$ cat config.mk
export PLATFORM = sky130hd
export DESIGN_NAME = dscr_regs
export DESIGN_NICKNAME = d
export VERILOG_FILES = /design/src/design/dscr_sync.v /design/src/design/dscr_regs.v
export VERILOG_INCLUDE_DIRS = /design/src /design/src/design
export SDC_FILE = /design/constraint.sdc
export NUM_CORES = 1
export LEC_CHECK = 0
export BUFFER_PORTS_ARGS = -buffer_cell sky130_fd_sc_hd__buf_2
export CORE_ASPECT_RATIO = 1.2
export CORE_UTILIZATION = 45
export DETAILED_ROUTE_END_ITERATION = 16
export PLACE_DENSITY_LB_ADDON = 0.05
export SETUP_SLACK_MARGIN = 0.4
export SLEW_MARGIN = 20
export SYNTH_ARGS = -nofsm -noshare
export SYNTH_HDL_FRONTEND = slang
export SYNTH_SLANG_ARGS = --single-unit
export TNS_END_PERCENT = 1
$ cat constraint.sdc
create_clock -name clock_in -period 2 [get_ports clock_in]
set_input_delay 0.2 -clock clock_in [delete_from_list [all_inputs] [get_ports clock_in]]
set_output_delay 0.2 -clock clock_in [all_outputs]
set_load 0.01 [all_outputs]
$ cat src/design/dscr_defs.vh
`ifndef DSCR_DEFS_VH
`define DSCR_DEFS_VH
// Register word offsets
`define DSCR_ADDR_RUN_CMD 16'h0006
`define DSCR_ADDR_OP_STATUS 16'h000E
`define DSCR_ADDR_TRIP 16'h000F
`define DSCR_ADDR_DIN 16'h0010
`define DSCR_ADDR_DOUT 16'h0011
`define DSCR_ADDR_VIN1 16'h0012
`define DSCR_ADDR_VIN2 16'h0013
`define DSCR_ADDR_IIN 16'h0014
`define DSCR_ADDR_RPM 16'h0015
`define DSCR_ADDR_UNIT 16'h001A
`define DSCR_ADDR_POLES 16'h001B
`define DSCR_ADDR_CUSTVER 16'h001C
// Command bit positions
`define DSCR_CMD_STOP 0
`define DSCR_CMD_FWD 1
`define DSCR_CMD_REV 2
`define DSCR_CMD_FRESET 3
`define DSCR_CMD_ESTOP 4
`define DSCR_CMD_WIDTH 5
// Writable command bits mask (bit 5 unused)
`define DSCR_CMD_WMASK 16'h001F
`define DSCR_ZERO16 16'h0000
// Reserved trip bits 5, 9 and 11 read low
`define DSCR_TRIP_MASK 16'hF5DF
`endif

$ cat src/design/dscr_sync.v
`timescale 1ns/1ps
module dscr_sync #(
  parameter WIDTH = 1
) (
  input wire clock_in,
  input wire reset_in,
  input wire enable_in,
  input wire [WIDTH-1:0] async_in,
  output reg [WIDTH-1:0] sync_out
);
  reg [WIDTH-1:0] meta_q;
  // Two stages; first stage read by second only
  always @(posedge clock_in or posedge reset_in) begin
    if (reset_in) begin
      meta_q <= {WIDTH{1'b0}};
      sync_out <= {WIDTH{1'b0}};
    end else if (enable_in) begin
      meta_q <= async_in;
      sync_out <= meta_q;
    end
  end
endmodule

$ cat src/design/dscr_regs.v
`timescale 1ns/1ps
`include "dscr_defs.vh"
// Summary of operation
// - Status bit 6 shows speed arrival, bit 7 DC braking and bit 8 stopping.
// - Status bit 10 is brake open, 11 forward command pending, 12 reverse, bit 9 reads 0.
// - Status bit 13 marks remote run source, bit 14 remote speed source.
// - Trip bits 0-4 are overcurrent, overvoltage, external fault A, base block, low bus.
// - Trip bit 6 is earth fault or heatsink hot, 7 motor thermal, 8 overload, 10 self check.
// - Trip bits 12-15 are second overcurrent, addon card, phase loss, drive overload.
// - Input status bits 0-7 mirror the eight multi-function inputs, upper bits zero.
// - Output status bits 0-3 mirror relay outputs, bit 7 the fault relay contact.
// - A 0-to-1 write on command bit 0 requests a stop once.
// - A 0-to-1 write on command bit 1 starts a forward run once.
// - A 0-to-1 write on command bit 2 starts a reverse run once.
// - A 0-to-1 write on command bit 3 clears latched trips once.
// - Status bits 0-5 show stopped, forward, reverse, tripped, accelerating, decelerating.
// - A 0-to-1 write on command bit 4 triggers an emergency stop; bit 5 is unused.
module dscr_regs #(
  parameter ADDR_WIDTH = 16,
  parameter ANALOG_WIDTH = 16
) (
  input wire clock_in,
  input wire reset_in,
  input wire enable_in,
  // Register access from the serial front end (same clock)
  input wire reg_write_in,
  input wire reg_read_in,
  input wire [ADDR_WIDTH-1:0] reg_addr_in,
  input wire [15:0] reg_wdata_in,
  output reg [15:0] reg_rdata_out,
  output reg reg_rvalid_out,
  output reg reg_error_out,
  // Drive state from control core (same clock)
  input wire stopped_in,
  input wire fwd_running_in,
  input wire rev_running_in,
  input wire tripped_in,
  input wire accelerating_in,
  input wire decelerating_in,
  input wire speed_arrival_in,
  input wire dc_braking_in,
  input wire stopping_in,
  input wire brake_open_in,
  input wire fwd_cmd_pending_in,
  input wire rev_cmd_pending_in,
  input wire remote_run_source_in,
  input wire remote_speed_source_in,
  input wire [15:0] trip_cause_in,
  input wire [ANALOG_WIDTH-1:0] voltage_input_one_in,
  input wire [ANALOG_WIDTH-1:0] voltage_input_two_in,
  input wire [ANALOG_WIDTH-1:0] current_input_in,
  input wire [15:0] motor_speed_rpm_in,
  input wire display_unit_rpm_in,
  input wire [15:0] motor_pole_count_in,
  input wire [15:0] custom_version_in,
  // Terminal pins (asynchronous)
  input wire [7:0] multi_input_in,
  input wire [3:0] relay_output_in,
  input wire fault_relay_contact_in,
  // One-cycle command pulses
  output reg stop_req_out,
  output reg fwd_run_req_out,
  output reg rev_run_req_out,
  output reg fault_reset_req_out,
  output reg estop_req_out
);
  ////////////////////////////////////////////////////////////////
  wire [7:0] din_sync;
  wire [4:0] dout_sync;
  reg [`DSCR_CMD_WIDTH-1:0] cmd_q;
  reg [`DSCR_CMD_WIDTH-1:0] cmd_d;
  reg [`DSCR_CMD_WIDTH-1:0] rise_d;
  reg [15:0] rdata_d;
  reg hit_d;
  wire cmd_wr;

  dscr_sync #(.WIDTH(8)) u_din_sync (
    .clock_in(clock_in),
    .reset_in(reset_in),
    .enable_in(enable_in),
    .async_in(multi_input_in),
    .sync_out(din_sync)
  );

  dscr_sync #(.WIDTH(5)) u_dout_sync (
    .clock_in(clock_in),
    .reset_in(reset_in),
    .enable_in(enable_in),
    .async_in({fault_relay_contact_in, relay_output_in}),
    .sync_out(dout_sync)
  );

  ////////////////////////////////////////////////////////////////
  // Command register: only address 0x0006 is writable
  assign cmd_wr = reg_write_in && (reg_addr_in == `DSCR_ADDR_RUN_CMD);

  always @* begin
    cmd_d = cmd_q;
    rise_d = {`DSCR_CMD_WIDTH{1'b0}};
    if (cmd_wr) begin
      cmd_d = reg_wdata_in[`DSCR_CMD_WIDTH-1:0];
      // Edge against the stored value, so a held level never repeats
      rise_d = reg_wdata_in[`DSCR_CMD_WIDTH-1:0] & ~cmd_q;
    end
  end

  always @(posedge clock_in or posedge reset_in) begin
    if (reset_in) begin
      cmd_q <= {`DSCR_CMD_WIDTH{1'b0}};
      stop_req_out <= 1'b0;
      fwd_run_req_out <= 1'b0;
      rev_run_req_out <= 1'b0;
      fault_reset_req_out <= 1'b0;
      estop_req_out <= 1'b0;
    end else if (enable_in) begin
      cmd_q <= cmd_d;
      stop_req_out <= rise_d[`DSCR_CMD_STOP];
      fwd_run_req_out <= rise_d[`DSCR_CMD_FWD];
      rev_run_req_out <= rise_d[`DSCR_CMD_REV];
      fault_reset_req_out <= rise_d[`DSCR_CMD_FRESET];
      estop_req_out <= rise_d[`DSCR_CMD_ESTOP];
    end
  end

  ////////////////////////////////////////////////////////////////
  // Read mux
  always @* begin
    rdata_d = `DSCR_ZERO16;
    hit_d = 1'b1;
    case (reg_addr_in)
      `DSCR_ADDR_RUN_CMD: rdata_d = {11'h000, cmd_q};
      `DSCR_ADDR_OP_STATUS: rdata_d = {1'b0,
                                      remote_speed_source_in,
                                      remote_run_source_in,
                                      rev_cmd_pending_in,
                                      fwd_cmd_pending_in,
                                      brake_open_in,
                                      1'b0,
                                      stopping_in,
                                      dc_braking_in,
                                      speed_arrival_in,
                                      decelerating_in,
                                      accelerating_in,
                                      tripped_in,
                                      rev_running_in,
                                      fwd_running_in,
                                      stopped_in};
      // Reserved trip bits 5, 9 and 11 forced low
      `DSCR_ADDR_TRIP: rdata_d = trip_cause_in & `DSCR_TRIP_MASK;
      `DSCR_ADDR_DIN: rdata_d = {8'h00, din_sync};
      `DSCR_ADDR_DOUT: rdata_d = {8'h00, dout_sync[4], 3'h0, dout_sync[3:0]};
      `DSCR_ADDR_VIN1: rdata_d = voltage_input_one_in[15:0];
      `DSCR_ADDR_VIN2: rdata_d = voltage_input_two_in[15:0];
      `DSCR_ADDR_IIN: rdata_d = current_input_in[15:0];
      `DSCR_ADDR_RPM: rdata_d = motor_speed_rpm_in;
      `DSCR_ADDR_UNIT: rdata_d = {15'h0000, display_unit_rpm_in};
      `DSCR_ADDR_POLES: rdata_d = motor_pole_count_in;
      `DSCR_ADDR_CUSTVER: rdata_d = custom_version_in;
      default: hit_d = 1'b0;
    endcase
  end

  always @(posedge clock_in or posedge reset_in) begin
    if (reset_in) begin
      reg_rdata_out <= `DSCR_ZERO16;
      reg_rvalid_out <= 1'b0;
      reg_error_out <= 1'b0;
    end else if (enable_in) begin
      reg_rvalid_out <= reg_read_in;
      reg_rdata_out <= reg_read_in ? rdata_d : `DSCR_ZERO16;
      // Unmapped read, or write to anything but the command word
      reg_error_out <= (reg_read_in && !hit_d) || (reg_write_in && !cmd_wr);
    end
  end
endmodule

==> flow_summary_export.csv, run 1 <==
group,metric,value,unit
outcome,run_status,"complete, no violations",
finish,final_common_cell,"buf_2",
cts,clk_pin_slew,0.10,ns
timing,fmax,605,MHz
power,p_leak,2.45,nW
finish,syn2layout_area_growth,49.4,%
routing,vias,3871,
setup_path,start_kind,"input pin",
setup_path,worst_ep_arrival_time,1.89,ns
timing,hold_viol_final,0,
floorplan,start_util,47.0,%
routing,wl_per_cell,19.1,um
cts,cts_hold_buf,0,
synthesis,syn_nets,513,
cts,htreeDepth,2,
routing,ant_nets,0,
synthesis,synth_top_area_share,39.1,%
cts,worstSkewPairLatency,0.31,ns
placement,hpwlAfterDp,9.51,mm
timing,layout_min_cycle_time,1.65,ns
floorplan,rows,34,
routing,firstDrtPassIters,4,
timing,period_share,82.6,%
power,ir_drop,0.355,mV
synthesis,ys_top_cells_by_area,"dfrtp_1 (39%), mux2_2 (9.1%), mux2i_1 (4.1%)",
synthesis,synth_edf_count,0,
power,power.density,504,nW/um^2
finish,final_area,5170,um^2
floorplan,core,7360,um^2
synthesis,ys.flop_type,"dfrtp_1",
timing,setup_viol,0,
finish,seqCellArea,1350,um^2
placement,portBuffers,185,
run,maxCapViolations,0,
floorplan,die-width,82.0,um
synthesis,ys_ff_latch,54,
synthesis,netlist.top_cell.by_area,"dfrtp_1",
setup_path,worstSetupPathType,"in2reg",
timing,rsz0062_at_grt,"true",
cts,clock_sinks,54,
finish,diodes,0,
timing,worst_pin_slew,0.719,ns
finish,drive_gt1_share,58.0,%
finish,multiInputGateArea,2040,um^2
cts,root_buffer,"clkbuf_8",
synthesis,yosysWarnings,0,
synthesis,yosysUniqueCellTypes,56,
cts,cts_tree,"done",
timing,clock_skew,0.00670,ns
floorplan,die-area,8040,um^2
finish,postLayoutCoreUtil,70.2,%
routing,viasPerCell,5.92,
setup_path,cp-end-kind,"flip-flop",
global_route,grt.overflow.total,0,
cts,cts_made_buffers,5,
synthesis,avgSynthCellArea,10.3,um^2
floorplan,pin_count,200,
global_route,grt_pass1_vias,3966,
placement,gp_congestion,0.901,
routing,routed_wirelength,12.5,mm
global_route,grt_pass1_wl,19.3,mm
timing,slew-limit-headroom,52.1,%
setup_path,required,2.24,ns
placement,dpl_cell_area,4780,um^2
synthesis,synthCells,336,
worst_hold_path,hold_class,"in2async",
global_route,grt_antenna_before_repair,1,
global_route,grt_max_degree,55,
finish,layout_common_cells,"buf_2 (178), buf_4 (55), dfrtp_1 (54)",
finish,nNetsFinal,740,
cts,ctsLongestPathBuffers,2,
synthesis,yosysSeqAreaShare,39.1,%
timing,finalMaxSlewViolations,0,
finish,num-fill-cells,623,
routing,drt_iter0_drc,201,
setup_path,path_max_fanout,5,
synthesis,syn-cell-area,3460,um^2
routing,drc_errors,0,
floorplan,die_y,98.0,um
synthesis,async_flop_share,100,%
global_route,track_usage,32.3,%
==> path summary, 6_finish.rpt <==
| path | from | endpoint | slack [ns] | depth (start not counted) |
|---|---|---|---|---|
| setup reg to reg | cmd_q[0]$_DFFE_PP0P_ | reg_rdata_out[0]$_DFFE_PP0P_ | 0.42 | 6 |
| min in group clock_in | multi_input_in[5] | u_din_sync.meta_q[5]$_DFFE_PP0P_ | 0.11 | 2 |
| hold reg to reg | u_dout_sync.meta_q[0]$_DFFE_PP0P_ | u_dout_sync.sync_out[0]$_DFFE_PP0P_ | 0.51 | 1 |
| setup / recovery | reg_addr_in[9] | reg_rdata_out[1]$_DFFE_PP0P_ | 0.35 | 9 |
| hold / removal | reset_in | estop_req_out$_DFFE_PP0P_ | 0.07 | 3 |
| max in group asynchronous | reset_in | reg_rdata_out[13]$_DFFE_PP0P_ | 1.46 | 3 |
==> state kept, by name, indices dropped and copies added, names as in the netlist, 5 cells and up <==
| name | flops |
|---|---|
| cmd_q | 5 |
| reg_rdata_out | 16 |
| u_din_sync.meta_q | 8 |
| u_din_sync.sync_out | 8 |
| u_dout_sync.meta_q | 5 |
| u_dout_sync.sync_out | 5 |
==> worst max-delay path: stages <==
cell	delay, ns
buf_2	0.13
or4_4	0.63
buf_6	0.16
nor4_4	0.11
buf_4	0.18
a22o_1	0.18
a221oi_2	0.05
o211a_1	0.14
o22ai_2	0.08
==> cell type report <==
| type | count | share of cell area, % |
|---|---|---|
| clock buffer | 6 | 1.60 |
| timing repair buffer | 241 | 27.4 |
| multi-input combinational | 233 | 39.5 |
| sequential | 54 | 26.2 |
| inverter | 28 | 2.03 |
| tap | 90 | 2.18 |
| clock inverter | 2 | 1.16 |
==> report_power, final <==
group | switching [mW] | internal, mW | leakage, nW
logic | 0.232 | 0.265 | 1.68
clock network | 0.379 | 0.534 | 0.0714
registers | 0.0358 | 1.16 | 0.690
total | 0.647 | 1.96 | 2.45
==> synthesized netlist by cell type, types with 4 or more instances <==
cell / instances
a21oi_1: 5
a221oi_1: 4
a222oi_1: 13
a22o_1: 6
a22oi_1: 17
buf_2: 7
clkbuf_1: 9
dfrtp_1: 54
inv_1: 28
mux2_2: 28
mux2i_1: 14
nand2_1: 12
nand2_2: 4
nand2b_1: 4
nand3_1: 6
nor2_1: 15
nor2b_1: 4
nor3_1: 6
nor4_1: 7
o211a_1: 7
o21ai_0: 7
o21ai_2: 5
o22ai_1: 11
o22ai_2: 4
o32ai_1: 6
==> repair_timing <==
action	CTS	global route
cloned	2	0
endpoints found under the setup margin	20	26
buffers inserted	9	0
gates resized for setup	29	9
pin swaps	13	6
==> layer usage <==
metal  vias to the layer above  routed length, um  track usage (%)
met5                         -                 13                0
li1                       1775                  -                -
met1                      1854               4670             36.6
met4                         2                545             16.1
met2                       196               6190             56.1
met3                        44               1050             6.45
==> logic make-up (layout without fill, tap and decap cells) <==
| kind of cell | count (synthesis) | after routing | synth area share, % |
|---|---|---|---|
| compound gates | 103 | 103 | 24.5 |
| simple gates | 86 | 88 | 16.6 |
| buf+inv | 51 | 277 | 6.55 |
| mux | 42 | 42 | 13.2 |
| flops | 54 | 54 | 39.1 |
==> through the flow <==
stage	setup TNS, ns	hold slack, ns	cells	power, mW	setup slack (ns)
2_1_floorplan	0	0.352	336	1.42	0.253
3_3_place_gp	-0.0802	0.431	635	1.67	-0.0455
3_5_place_dp	-0.506	0.437	635	1.68	-0.100
4_1_cts	0	0.0953	654	2.62	0.353
5_1_grt	0	0.105	654	2.72	0.300
6_report	0	0.0675	654	2.61	0.348
Note: power is estimated with default switching activity, not from simulation.
==> inputs of run 2 (changes only) <==
- CORE_UTILIZATION: 45 -> 40
- clock period: 2 -> 1.4 ns (I/O delays scaled with it)
==> flow_summary_export.csv, run 2 (synthesis results as in run 1) <==
group,metric,value,unit
timing,hold_ws,0.0386,ns
finish,drive_gt1_share,60.5,%
setup_path,start_kind,"input pin",
setup_path,cp-end-kind,"flip-flop",
timing,fmax,635,MHz
finish,nNetsFinal,768,
cts,worstSkewPairLatency,0.32,ns
finish,multiInputGateArea,2090,um^2
timing,setup_viol,26,
floorplan,start_util,41.9,%
run,maxCapViolations,0,
placement,hpwlAfterDp,10.4,mm
floorplan,core,8240,um^2
power,power.density,648,nW/um^2
finish,largest_register,"reg_rdata_out",
timing,finalMaxSlewViolations,0,
global_route,grt_pass1_wl,20.5,mm
timing,rsz0062_at_grt,"true",
global_route,grt_max_degree,55,
timing,period_share,112,%
routing,vias,3891,
finish,diodes,0,
global_route,grt.overflow.total,0,
timing,layout_min_cycle_time,1.57,ns
outcome,run_status,"finished, violations left",
routing,routed_wirelength,13.3,mm
timing,setup_tns,-2.79,ns
routing,firstDrtPassIters,5,
routing,drt_iter0_drc,162,
timing,slew-limit-headroom,65.5,%
power,ir_drop,0.699,mV
floorplan,die-area,9020,um^2
finish,syn2layout_area_growth,59.7,%
floorplan,die_y,104,um
finish,final_common_cell,"buf_2",
finish,reg.largest.list,"reg_rdata_out x16, u_din_sync.meta_q x8, u_din_sync.sync_out x8",
floorplan,pin_count,200,
outcome,failed_checks,"setup timing",
power,power.total,3.58,mW
cts,clock_sinks,54,
cts,root_buffer,"clkbuf_8",
routing,viasPerCell,5.51,
finish,final_area,5520,um^2
worst_hold_path,hold_class,"in2reg",
finish,layout_common_cells,"buf_2 (177), buf_4 (74), dfrtp_1 (54)",
setup_path,cpPeakStageDelay,0.57,ns
cts,ctsLongestPathBuffers,2,
timing,clock_skew,0.00393,ns
setup_path,worstSetupPathType,"in2reg",
placement,dp_slack,-0.623,ns
finish,fin_cells,706,
floorplan,rows,36,
placement,dp_cells,687,
finish,largest_reg_flops,16,
routing,wl_per_cell,18.8,um
timing,worst_slack,-0.175,ns
global_route,track_usage,30.1,%
cts,cts_tree,"done",
finish,num-fill-cells,704,
global_route,grt_pass1_vias,4020,
placement,gp_congestion,0.896,
floorplan,die-width,86.9,um
cts,cts_made_buffers,5,
timing,worst_pin_slew,0.518,ns
routing,drc_errors,0,
placement,portBuffers,185,
timing,hold_viol_final,0,
finish,postLayoutCoreUtil,67.0,%
setup_path,required,1.62,ns
setup_path,crit_path_top_delay_cell,"or4_4",
cts,htreeDepth,2,
placement,dpl_cell_area,5040,um^2
global_route,grt_antenna_before_repair,1,
cts,clk_pin_slew,0.10,ns
routing,ant_nets,0,
setup_path,worst_ep_arrival_time,1.80,ns
setup_path,path_max_fanout,7,
setup_path,worstPathCellList,"buf_6 -> or4_4 -> nor4_4 -> buf_4 -> nand3_4 -> buf_12 -> buf_16 -> nand2_2 -> o21ai_2",
finish,seqCellArea,1350,um^2
power,p_leak,2.64,nW
-- run 2: cell types whose count changed in the layout (fill, tap and decap cells not counted), moves of 2 or more --
| cell | before | now |
|---|---|---|
| buf_4 | 55 | 74 |
| buf_6 | 5 | 11 |
| buf_12 | 2 | 6 |
| a2111oi_2 | 0 | 2 |
| nor4_1 | 4 | 2 |
| nor4_4 | 5 | 7 |
-- run 2: routing by layer --
| metal | GRT usage [%] | part of all wire [%] | vias up | wire (um) |
|---|---|---|---|---|
| li1 | - | - | 1835 | - |
| met4 | 13.6 | 4.0 | 2 | 524 |
| met5 | 0 | 0.11 | - | 14 |
| met2 | 53.4 | 50 | 194 | 6600 |
| met1 | 33.9 | 38 | 1826 | 5100 |
| met3 | 6.37 | 7.6 | 34 | 1010 |
-- run 2: cell type report --
cell class,count,area share [%]
multi-input combinational,232,37.8
tap,114,2.58
clock buffer,5,1.25
timing repair buffer,270,31.2
clock inverter,3,0.793
sequential,54,24.5
inverter,28,1.90
-- run 2: critical path, delay by kind of cell --
family                 cells  cell delay [ns]
AND/OR/NAND/NOR            4             1.04
AO/OA/AOI/OAI              1             0.04
buffers and inverters      4             0.58
-- run 2: path summary, 6_finish.rpt --
path | cells past startpoint | from | end | slack [ns]
worst max-delay path | 9 | reg_addr_in[6] | cmd_q[0]$_DFFE_PP0P_ | -0.17
worst min-delay path | 2 | multi_input_in[4] | u_din_sync.meta_q[4]$_DFFE_PP0P_ | 0.04
worst max register to register | 6 | u_dout_sync.sync_out[1]$_DFFE_PP0P_ | reg_rdata_out[1]$_DFFE_PP0P_ | -0.09
worst min register to register | 1 | u_din_sync.sync_out[2]$_DFFE_PP0P_ | u_din_sync.sync_out[2]$_DFFE_PP0P_ | 0.51
max in group asynchronous | 4 | reset_in | u_din_sync.sync_out[7]$_DFFE_PP0P_ | 0.74
min in group asynchronous | 4 | reset_in | cmd_q[3]$_DFFE_PP0P_ | 0.40
-- run 2: report_power, final --
group,leakage [nW],switching (mW),total (mW),internal (mW)
registers,0.690,0.0519,1.71,1.66
logic,1.89,0.350,0.760,0.410
clock network,0.0585,0.571,1.11,0.538
-- run 2: repair_timing --
action | 4_1_cts | 5_1_grt
gates resized for setup | 35 | 14
buffers inserted | 7 | 1
endpoints found under the setup margin | 43 | 50
endpoints found under the hold margin | 54 | 0
cloned | 2 | 0
hold buffers | 1 | 0
pin swaps | 13 | 8
==> inputs of run 3 (changes only) <==
- CORE_UTILIZATION: 40 -> 42
- SYNTH_HIERARCHICAL: unset -> 1
==> flow_summary_export.csv, run 3 <==
group,metric,value,unit
floorplan,pin_count,200,
floorplan,die_y,107,um
synthesis,syn_nets,489,
synthesis,synth_top_area_share,35.1,%
setup_path,cp_common_cell,"buf_12",
placement,hpwlAfterDp,9.99,mm
finish,reg.largest.list,"reg_rdata_out x16, u_din_sync/meta_q x8, u_din_sync/sync_out x8",
cts,worstSkewPairLatency,0.32,ns
global_route,grt_antenna_before_repair,0,
timing,worst_slack,-0.265,ns
finish,drive_gt1_share,64.1,%
cts,cts_tree,"done",
cts,clock_sinks,54,
synthesis,yosysUniqueCellTypes,64,
worst_hold_path,hold_depth,2,
timing,rsz0062_at_grt,"true",
finish,final_common_cell,"buf_2",
power,power.density,625,nW/um^2
finish,nNetsFinal,736,
setup_path,reg2reg_to,"reg_rdata_out[7]$_DFFE_PP0P_",
setup_path,path_max_fanout,11,
timing,layout_min_cycle_time,1.66,ns
outcome,run_status,"finished, violations left",
global_route,track_usage,28.1,%
power,ir_drop,0.457,mV
timing,setup_viol,27,
routing,routed_wirelength,13.0,mm
setup_path,r2r_slack,-0.18,ns
setup_path,cp-end-kind,"flip-flop",
routing,drc_errors,0,
setup_path,cp_top_family,"simple AND/OR/NAND/NOR gates",
timing,period_share,119,%
synthesis,avgSynthCellArea,12.3,um^2
finish,postLayoutCoreUtil,65.5,%
setup_path,required,1.65,ns
power,clkPwrFrac,28.3,%
power,intPower,2.57,mW
global_route,grt_pass1_wl,19.8,mm
routing,wl_per_cell,19.2,um
timing,hold_viol_final,0,
finish,diodes,0,
finish,largest_reg_flops,16,
cts,root_buffer,"clkbuf_8",
synthesis,yosysWarnings,6,
cts,clk_pin_slew,0.11,ns
synthesis,ys_top_cells_by_area,"dfrtp_1 (35%), mux2_4 (7.8%), o2bb2ai_2 (4.7%)",
worst_hold_path,hold_class,"in2reg",
synthesis,netlist.top_cell.by_area,"dfrtp_1",
setup_path,start_kind,"input pin",
setup_path,r2r-start,"u_din_sync/sync_out[7]$_DFFE_PP0P_",
setup_path,crit_path_top_delay_cell,"or4_4",
setup_path,reg2reg_depth,4,
synthesis,async_flop_share,100,%
setup_path,cpPeakStageDelay,0.60,ns
cts,cts_made_buffers,5,
floorplan,core,8750,um^2
cts,htreeDepth,2,
floorplan,start_util,44.0,%
timing,worst_pin_slew,0.411,ns
synthesis,synthCells,312,
placement,dp_cells,659,
power,p_leak,2.77,nW
synthesis,ys.flop_type,"dfrtp_1",
timing,finalMaxSlewViolations,0,
routing,vias,3817,
synthesis,syn-cell-area,3850,um^2
synthesis,synth_edf_count,0,
floorplan,rows,37,
timing,clock_skew,0.00837,ns
routing,firstDrtPassIters,5,
run,maxCapViolations,0,
outcome,failed_checks,"setup timing",
timing,slew-limit-headroom,72.4,%
synthesis,ys_ff_latch,54,
timing,fmax,601,MHz
power,pwr-share-seq,48.0,%
finish,largest_register,"reg_rdata_out",
setup_path,worst_ep_arrival_time,1.92,ns
floorplan,die-area,9550,um^2
global_route,grt.overflow.total,0,
cts,ctsLongestPathBuffers,2,
power,p_sw_share,28.2,%
setup_path,worstPathCellList,"buf_6 -> or4_4 -> buf_12 -> nor4_4 -> buf_12 -> nand2_4 -> o221a_1 -> o2bb2ai_2",
power,power.total,3.58,mW
placement,portBuffers,185,
floorplan,die-width,89.4,um
timing,setup_tns,-5.21,ns
routing,viasPerCell,5.64,
global_route,grt_max_degree,36,
global_route,grt_pass1_vias,3860,
finish,final_area,5730,um^2
placement,gp_congestion,0.830,
worst_hold_path,hold_start,"relay_output_in[3]",
setup_path,path_buf_inv,3,
power,p_comb_share,23.7,%
setup_path,worstSetupPathType,"in2reg",
synthesis,yosysSeqAreaShare,35.1,%
finish,fin_cells,677,
routing,ant_nets,0,
worst_hold_path,hold_end,"u_dout_sync/meta_q[3]$_DFFE_PP0P_",
power,switchingPower,1.01,mW
placement,dpl_cell_area,5280,um^2
routing,drt_iter0_drc,292,
synthesis,synth_top_cells_by_count,"dfrtp_1 (54), a22oi_1 (21), mux2_4 (20)",
finish,layout_common_cells,"buf_2 (173), buf_4 (61), dfrtp_1 (54)",
synthesis,yosysMostFrequentCell,"dfrtp_1",
finish,syn2layout_area_growth,49.0,%
[run 3: power groups by stage]
| stage | logic (mW) | registers (mW) | clock network [mW] |
|---|---|---|---|
| finish | 0.850 | 1.72 | 1.01 |
| floorplan | 0.427 | 1.73 | 0 |
| global route | 0.915 | 1.73 | 1.11 |
| detailed placement | 0.807 | 1.75 | 0 |
| CTS | 0.850 | 1.72 | 1.04 |
| global placement | 0.795 | 1.75 | 0 |
[run 3: worst register-to-register path, stage by stage (launching register included)]
cell       delay, ns
dfrtp_1         0.42
mux4_2          0.46
a222oi_1        0.33
and3_1          0.23
o2bb2ai_2       0.05
[run 3: final cells by class]
cell class / instances / area, um^2
Fill cell: 712 / 3020
Multi-Input combinational cell: 212 / 2260
Timing Repair Buffer: 267 / 1800
Sequential cell: 54 / 1350
Tap cell: 117 / 146
Clock buffer: 6 / 82.6
Inverter: 19 / 75.1
Clock inverter: 2 / 20.0
[run 3: metal layers]
layer	global-route usage, %	part of all wire (%)	vias to the layer above
met5	0	0	-
met4	6.24	1.1	0
met3	4.93	6.2	12
met2	50.1	52	160
met1	35.0	41	1879
li1	-	-	1766
[run 3: worst max path at each step]
stage	start	endpoint	slack (ns)	cells past startpoint
final	reg_addr_in[10]	reg_rdata_out[9]$_DFFE_PP0P_	-0.26	8
after global routing	reg_addr_in[6]	reg_rdata_out[4]$_DFFE_PP0P_	-0.32	8
after CTS	reg_addr_in[6]	reg_rdata_out[4]$_DFFE_PP0P_	-0.26	8
after detailed placement	reg_addr_in[5]	reg_rdata_out[10]$_DFFE_PP0P_	-0.71	9
after global placement	reg_addr_in[5]	reg_rdata_out[10]$_DFFE_PP0P_	-0.69	9
after floorplan	reg_addr_in[9]	reg_rdata_out[9]$_DFFE_PP0P_	-0.44	8
[run 3: kinds of logic after synthesis]
family	share of synthesized area, %
muxes	15.4
AOI/OAI and AO/OA	22.3
DFF	35.1
and+or+nand+nor	17.4
buffers and inverters	9.79
[run 3: per-stage QoR]
step                hold WS (ns)  setup slack (ns)
floorplan                -0.0198            -0.443
global placement           0.152            -0.686
detailed placement         0.142            -0.708
CTS                       0.0326            -0.263
global route              0.0193            -0.320
finish                    0.0400            -0.265
[run 3: timing repair]
action                                 in CTS  in global routing
buffers inserted                            6                  0
gates resized for setup                    38                  8
gates cloned                                3                  0
endpoints found under the hold margin      54                  0
pin swaps                                  26                  1
hold buffers                                1                  0
setup endpoints to repair                  50                 59
